**config.mk**
```make
export PLATFORM = sky130hd
export DESIGN_NAME = socket_global_control
export DESIGN_NICKNAME = d
export VERILOG_FILES = /design/src/sgc_pkg.sv /design/src/card_sleep_ctrl.sv /design/src/socket_global_control.sv
export SDC_FILE = /design/constraint.sdc
export NUM_CORES = 1
export LEC_CHECK = 0
export CAP_MARGIN = 20
export CELL_PAD_IN_SITES_DETAIL_PLACEMENT = 1
export CELL_PAD_IN_SITES_GLOBAL_PLACEMENT = 1
export CORE_UTILIZATION = 41
export DETAILED_ROUTE_END_ITERATION = 8
export DONT_BUFFER_PORTS = 1
export GPL_TIMING_DRIVEN = 0
export MAX_ROUTING_LAYER = met4
export PLACE_DENSITY_LB_ADDON = 0.25
export SETUP_SLACK_MARGIN = 0.15
export SLEW_MARGIN = 40
export SYNTH_ARGS = -nofsm -noshare
export SYNTH_HDL_FRONTEND = slang
export SYNTH_HIERARCHICAL = 1
export SYNTH_SLANG_ARGS = --single-unit
```
**constraint.sdc**
```tcl
create_clock -name mclk -period 1.8 [get_ports mclk]
set_input_delay 0.18 -clock mclk [delete_from_list [all_inputs] [get_ports mclk]]
set_output_delay 0.18 -clock mclk [all_outputs]
set_load 0.005 [all_outputs]
```
**src/sgc_pkg.sv**
```systemverilog
// Package for the socket global control register block
package sgc_pkg;

  // Register offset within the socket compatibility space
  localparam logic [7:0] SGC_OFFSET = 8'h1e;
  localparam logic [7:0] SGC_RESET = 8'h00;

  // Field positions
  localparam int SLEEP_BIT = 0;
  localparam int CSC_LEVEL_BIT = 1;
  localparam int WRITEBACK_BIT = 2;
  localparam int FIRST_LEVEL_BIT = 3;
  localparam int SECOND_LEVEL_BIT = 4;
  localparam logic [7:0] WRITABLE_MASK = 8'h1f;

  // Card-detect change flag position in the status-change register
  localparam int CD_CHANGE_BIT = 3;

  // Host interrupt modes
  typedef enum logic {
    IRQ_EDGE = 1'b0,
    IRQ_LEVEL = 1'b1
  } irq_mode_t;

  // Register fields as seen by the rest of the socket
  typedef struct packed {
    logic [2:0] unused_bits;
    irq_mode_t second_card_irq_level_sel;
    irq_mode_t first_card_irq_level_sel;
    logic flag_clear_by_writeback;
    irq_mode_t status_change_irq_level_sel;
    logic socket_sleep_enable;
  } global_ctrl_t;

  // Register access from the compatibility register space
  typedef struct packed {
    logic rd;
    logic wr;
    logic [7:0] addr;
    logic [7:0] wdata;
  } reg_access_t;

  // Card sleep controller states
  typedef enum logic [1:0] {
    CARD_HIZ = 2'b00,
    CARD_ACTIVE = 2'b01,
    CARD_AWAKE = 2'b10
  } card_state_t;

endpackage

```
**src/card_sleep_ctrl.sv**
```systemverilog
// Card output enable control for power-down mode
`timescale 1ns/10ps
`default_nettype none
module card_sleep_ctrl
  import sgc_pkg::*;
(
  // Clock and reset
  input wire logic mclk,
  input wire logic resetn,
  // Control
  input wire logic sleep_en,
  input wire logic card_cycle_start,
  input wire logic card_cycle_done,
  // Card output enable
  output logic card_out_en
);

  card_state_t state_reg;
  card_state_t state_next;

  always_comb
  begin
    state_next = state_reg;
    unique case (state_reg)
      CARD_AWAKE:
      begin
        if (sleep_en)
          state_next = card_cycle_start ? CARD_ACTIVE : CARD_HIZ;
      end
      CARD_HIZ:
      begin
        if (!sleep_en)
          state_next = CARD_AWAKE;
        else if (card_cycle_start)
          state_next = CARD_ACTIVE;
      end
      CARD_ACTIVE:
      begin
        // Back-to-back cycle keeps outputs driven
        if (card_cycle_done && !card_cycle_start)
          state_next = sleep_en ? CARD_HIZ : CARD_AWAKE;
      end
      default:
        state_next = CARD_AWAKE;
    endcase
  end

  always_ff @(posedge mclk)
  begin
    if (!resetn)
      state_reg <= CARD_AWAKE;
    else
      state_reg <= state_next;
  end

  always_ff @(posedge mclk)
  begin
    if (!resetn)
      card_out_en <= 1'b1;
    else
      card_out_en <= (state_next != CARD_HIZ);
  end

  a_sleep_hiz: assert property (@(posedge mclk) disable iff (!resetn)
    (sleep_en && state_reg == CARD_HIZ && !card_cycle_start) |=> !card_out_en)
    else $error("card outputs driven while asleep and idle");

  a_cycle_wakes: assert property (@(posedge mclk) disable iff (!resetn)
    card_cycle_start |=> card_out_en)
    else $error("card access did not wake outputs");

  a_done_sleeps: assert property (@(posedge mclk) disable iff (!resetn)
    (state_reg == CARD_ACTIVE && card_cycle_done && !card_cycle_start && sleep_en)
      |=> !card_out_en)
    else $error("outputs not released after cycle");

endmodule
`default_nettype wire

```
**src/socket_global_control.sv**
```systemverilog
// Socket global control register with power-down card interface control
//
// Functional notes
// - Bits 7 to 5 read zero, ignore writes
// - Bit 4: second card irq edge/level
// - Bit 3: first card irq edge/level
// - Bit 2: flags clear on read or writeback
// - Bit 1: status-change irq edge/level
// - Bit 0 enables socket power-down mode
// - Asleep: card outputs high-Z until cycle
// - Asleep: outputs back to high-Z after cycle
// - Asleep: interrupts still accepted
// - Only card access wakes, not interrupts
// - Writeback clear of detect clears soft request
// - Register cleared only by global reset
`timescale 1ns/10ps
`default_nettype none
module socket_global_control
  import sgc_pkg::*;
(
  // Clock and resets
  input wire logic mclk,
  input wire logic resetn,
  input wire logic global_reset_n,
  // Register access
  input wire reg_access_t reg_acc,
  output logic [7:0] rdata,
  // Status-change register access strobes
  input wire logic csc_read,
  input wire logic csc_write,
  input wire logic [7:0] csc_wdata,
  input wire logic soft_detect_request,
  // Card interrupt sources
  input wire logic first_card_irq,
  input wire logic second_card_irq,
  input wire logic status_change_irq,
  // Card cycle events
  input wire logic card_cycle_start,
  input wire logic card_cycle_done,
  // Outputs
  output global_ctrl_t ctrl,
  output logic [7:0] status_change_flag_clear,
  output logic soft_detect_clear,
  output logic first_card_irq_out,
  output logic second_card_irq_out,
  output logic status_change_irq_out,
  output logic card_out_en
);

  //////////////////////////////////////////////////////////////////////////////
  global_ctrl_t ctrl_reg;
  logic sel_wr;
  logic sel_rd;
  logic [2:0] irq_src;
  logic [2:0] irq_mode;
  logic [2:0] irq_prev_reg;
  logic [2:0] irq_out_next;

  assign sel_wr = reg_acc.wr && (reg_acc.addr == SGC_OFFSET);
  assign sel_rd = reg_acc.rd && (reg_acc.addr == SGC_OFFSET);
  assign ctrl = ctrl_reg;

  // Only the global reset clears this register
  always_ff @(posedge mclk)
  begin
    if (!global_reset_n)
      ctrl_reg <= global_ctrl_t'(SGC_RESET);
    else if (sel_wr)
      ctrl_reg <= global_ctrl_t'(reg_acc.wdata & WRITABLE_MASK);
  end

  // Read data, upper bits forced to zero
  always_ff @(posedge mclk)
  begin
    if (!resetn)
      rdata <= 8'h00;
    else if (sel_rd)
      rdata <= 8'(ctrl_reg) & WRITABLE_MASK;
    else
      rdata <= 8'h00;
  end

  //////////////////////////////////////////////////////////////////////////////
  // Status-change flag clear strobes
  always_ff @(posedge mclk)
  begin
    if (!resetn)
      status_change_flag_clear <= 8'h00;
    else if (ctrl_reg.flag_clear_by_writeback)
      status_change_flag_clear <= csc_write ? csc_wdata : 8'h00;
    else
      status_change_flag_clear <= csc_read ? 8'hff : 8'h00;
  end

  always_ff @(posedge mclk)
  begin
    if (!resetn)
      soft_detect_clear <= 1'b0;
    else
      soft_detect_clear <= ctrl_reg.flag_clear_by_writeback && csc_write
        && csc_wdata[CD_CHANGE_BIT] && soft_detect_request;
  end

  //////////////////////////////////////////////////////////////////////////////
  // Host interrupt signalling, accepted regardless of power-down
  assign irq_src = {status_change_irq, second_card_irq, first_card_irq};
  assign irq_mode = {ctrl_reg.status_change_irq_level_sel, ctrl_reg.second_card_irq_level_sel,
    ctrl_reg.first_card_irq_level_sel};

  generate
    for (genvar i = 0; i < 3; i++)
    begin : g_irq
      // Level passes through, edge gives a one-cycle pulse on a rising source
      assign irq_out_next[i] = irq_mode[i] ? irq_src[i]
        : (irq_src[i] && !irq_prev_reg[i]);
    end
  endgenerate

  always_ff @(posedge mclk)
  begin
    if (!resetn)
    begin
      irq_prev_reg <= 3'h0;
      first_card_irq_out <= 1'b0;
      second_card_irq_out <= 1'b0;
      status_change_irq_out <= 1'b0;
    end
    else
    begin
      irq_prev_reg <= irq_src;
      first_card_irq_out <= irq_out_next[0];
      second_card_irq_out <= irq_out_next[1];
      status_change_irq_out <= irq_out_next[2];
    end
  end

  //////////////////////////////////////////////////////////////////////////////
  // Interrupts never reach the wake logic
  card_sleep_ctrl u_sleep (
    .mclk(mclk),
    .resetn(resetn),
    .sleep_en(ctrl_reg.socket_sleep_enable),
    .card_cycle_start(card_cycle_start),
    .card_cycle_done(card_cycle_done),
    .card_out_en(card_out_en)
  );

  //////////////////////////////////////////////////////////////////////////////
  a_upper_zero: assert property (@(posedge mclk) disable iff (!global_reset_n)
    rdata[7:5] == 3'h0)
    else $error("reserved bits read nonzero");

  a_write_store: assert property (@(posedge mclk) disable iff (!global_reset_n)
    sel_wr |=> ctrl_reg == global_ctrl_t'($past(reg_acc.wdata) & WRITABLE_MASK))
    else $error("write did not store");

  a_global_reset_n_clear: assert property (@(posedge mclk)
    !global_reset_n |=> ctrl_reg == global_ctrl_t'(SGC_RESET))
    else $error("global reset did not clear");

  a_ctrl_holds: assert property (@(posedge mclk) disable iff (!global_reset_n)
    (!sel_wr && !resetn) |=> $stable(ctrl_reg))
    else $error("other reset changed register");

  a_read_clear: assert property (@(posedge mclk) disable iff (!resetn)
    (csc_read && !ctrl_reg.flag_clear_by_writeback) |=> status_change_flag_clear == 8'hff)
    else $error("read did not clear flags");

  a_wb_clear: assert property (@(posedge mclk) disable iff (!resetn)
    (ctrl_reg.flag_clear_by_writeback && !csc_write) |=> status_change_flag_clear == 8'h00)
    else $error("flags cleared without writeback");

  a_soft_clear: assert property (@(posedge mclk) disable iff (!resetn)
    (ctrl_reg.flag_clear_by_writeback && csc_write && csc_wdata[CD_CHANGE_BIT]
      && soft_detect_request) |=> soft_detect_clear)
    else $error("soft detect request not cleared");

  a_level_irq: assert property (@(posedge mclk) disable iff (!resetn)
    (ctrl_reg.status_change_irq_level_sel == IRQ_LEVEL && status_change_irq)
      |=> status_change_irq_out)
    else $error("level status irq missing");

  a_edge_irq: assert property (@(posedge mclk) disable iff (!resetn)
    (ctrl_reg.first_card_irq_level_sel == IRQ_EDGE && first_card_irq
      && $past(first_card_irq)) |=> !first_card_irq_out)
    else $error("edge irq not a pulse");

  a_irq_no_wake: assert property (@(posedge mclk) disable iff (!resetn)
    (ctrl_reg.socket_sleep_enable && !card_out_en && !card_cycle_start && second_card_irq)
      |=> !card_out_en)
    else $error("interrupt woke card interface");

endmodule
`default_nettype wire

```
==> impl_metrics.tcl <==
set metrics [dict create \
    wl_per_cell_um 14.4 \
    post_drt_via_cell_ratio 4.93 \
    placed_cell_area_um2 1080 \
    crit_type "register to register" \
    totalWireLength_um 2320 \
    pin_count 66 \
    status "finished, final reports clean" \
    netlist.area_leader.share 0.548 \
    cap_violations 0 \
    ys_types 23 \
    fin_nets 171 \
    reg2reg_from "u_sleep/state_reg[1]$_SDFF_PN1_" \
    cellPowerDensity_nw_per_um2 780 \
    drtIter0Drc 11 \
    min_from "csc_wdata[4]" \
    cts_setup_buffers 0 \
    critPathLaunchType "register" \
    antenna_found_initial 0 \
    dp_hpwl_um 1640 \
    min_period_over_period 0.719 \
    crit_buf_inv 1 \
    r2r_slack_ns 0.51 \
    grt.overflow.total 0 \
    grt_pass1_wl_um 3560 \
    synth_area_leaders "dfxtp_1 (55%), a21boi_0 (8.1%), nand2_1 (7.3%)" \
    design.core.area_um2 2280 \
    port_buffers 0 \
    dpl.cell_count 137 \
    fin_total_pwr_uw 1020 \
    cp.depth 3 \
    crit_arrival_ns 1.52 \
    largest_register_ffs 8 \
    final.setup_skew_ns 0.00702 \
    yosys.area.top_type "dfxtp_1" \
    ant_nets 0 \
    h-tree-depth 1 \
    tns_ns 0 \
    cts_buffers 3 \
    rsz0062_at_grt "no" \
    crit_family "buffers and inverters" \
    r2r_end "u_sleep/card_out_en$_SDFF_PN1_" \
    vias 793 \
    slew_violations 0 \
    yosysWarnings 6 \
    firstDrtPassIters 4 \
    grt_usage 0.184 \
    syn-mean-instance-area_um2 9.83 \
    utilization 0.577 \
    final_hold_viol_count 0 \
    dieHeight_um 51.9 \
    grt_pass1_vias 825 \
    gp_congestion 0.677 \
    synth-seq-cells 28 \
    fmax_mhz 773 \
    insertedDiodeCount 0 \
    rows 17 \
    slowest_stage "dlygate4sd3_1" \
    synth_seq_area_share 0.548 \
    setup_viol 0 \
    netlist_instances 104 \
    path_max_fanout 4 \
    clockBufferDepth 2 \
    cts_tree "done" \
    area_delta_synth_final_pct 28.4 \
    reg2regPathDepth 3 \
    floorplan.die.width_um 51.9 \
    grt_max_degree 16 \
    holdCritPathClass "input port to register" \
    die_area_um2 2700 \
    layout-drive-gt1-share 0.0902 \
    cp-end-kind "register" \
    required_ns 2.03 \
    clockRootBuffer "clkbuf_4" \
    cts.sinks 28 \
    ir_drop_v 0.000410 \
    design_area_um2 1310 \
    holdPathStages 2 \
    synthesis.area_um2 1020 \
    clk_pin_slew_worst_paths_ns 0.15 \
    critPathMaxStageDelay_ns 0.57 \
    initial_core_util 0.449 \
    period_needed_ns 1.29 \
    p_leak_uw 0.000504 \
    final_cells 161 \
    worstPathCellList "o21ai_0 > nand4b_1 > dlygate4sd3_1" \
    clk_latency_ns 0.32 \
    worstHoldEndpoint "status_change_flag_clear[4]$_SDFF_PN0_" \
    drcViolationCount 0 \
]
[area by class of cell]
class                           count  area (um^2)
Fill cell                         262          963
Sequential cell                    28          561
Multi-Input combinational cell     64          393
Timing Repair Buffer               20          200
Buffer                             10         61.3
Clock buffer                        4         36.3
Tap cell                           28         35.0
Inverter                            7         26.3
[Yosys cell counts, drive strengths merged]
library cell / number
inv: 7
buf: 8
and2: 6
or4b: 1
a31o: 1
a221o: 1
clkbuf: 2
nand2b: 1
nor4: 3
nand2: 20
conb: 1
a21boi: 11
mux2i: 6
o21ai: 2
nor2: 1
nor3: 2
dfxtp: 28
nand4b: 2
nor4b: 1
[metal layers]
metal,vias to the layer above,global-route usage,share of wire
met1,354,0.197,0.41
met5,-,-,0
li1,391,-,-
met2,46,0.327,0.52
met4,0,0.0676,0.0056
met3,2,0.0409,0.069
[per-stage QoR]
step | setup slack [ns] | hold slack, ns
floorplan | 0.405 | 0.277
global placement | 0.340 | 0.292
detailed placement | 0.331 | 0.293
CTS | 0.533 | 0.00411
global route | 0.381 | 0.00685
finish | 0.506 | 0.00849
[layout by cell type, fill, tap and decap left out, drive strengths merged, types with 3 or more instances in the layout]
master       instances
dfxtp               28
nand2               20
dlygate4sd3         20
a21boi              11
buf                  8
inv                  7
and2                 6
mux2i                6
conb                 6
clkbuf               6
nor4                 3
[repair_timing]
action	CTS	global route
endpoints found under the hold margin	12	5
resized for setup	0	0
endpoints found under the setup margin	0	0
hold buffers	14	6
[worst max path at each step]
stage / start / end / slack [ns]
floorplan: reg_acc[13] / ctrl[0]$_SDFFE_PN0P_ / 0.40
global route: u_sleep/state_reg[1]$_SDFF_PN1_ / u_sleep/card_out_en$_SDFF_PN1_ / 0.38
detailed placement: reg_acc[13] / ctrl[1]$_SDFFE_PN0P_ / 0.33
global placement: reg_acc[13] / ctrl[1]$_SDFFE_PN0P_ / 0.34
CTS: u_sleep/state_reg[1]$_SDFF_PN1_ / u_sleep/card_out_en$_SDFF_PN1_ / 0.53
finish: u_sleep/state_reg[1]$_SDFF_PN1_ / u_sleep/card_out_en$_SDFF_PN1_ / 0.51
[logic make-up after synthesis]
family	after synthesis	share of synthesized area
buffers and inverters	17	0.0857
multiplexers	6	0.0588
AND/OR/NAND/NOR	37	0.195
other	1	0.00367
AO/OA/AOI/OAI	15	0.109
flip-flops	28	0.548
[power by group]
part / switching (uW) / internal, uW / leakage [uW]
Clock: 175 / 124 / 0.0000210
Sequential: 7.80 / 637 / 0.000229
Combinational: 31.5 / 48.8 / 0.000253
Total: 215 / 809 / 0.000504
[worst reg2reg max path: cells and delay by family (launching register included)]
| kind | cells | cell delay [ns] |
|---|---|---|
| buffers and inverters | 1 | 0.57 |
| DFF | 1 | 0.37 |
| AOI/OAI and AO/OA | 1 | 0.15 |
| and+or+nand+nor | 1 | 0.11 |
Power figures use the tool's default switching activity.
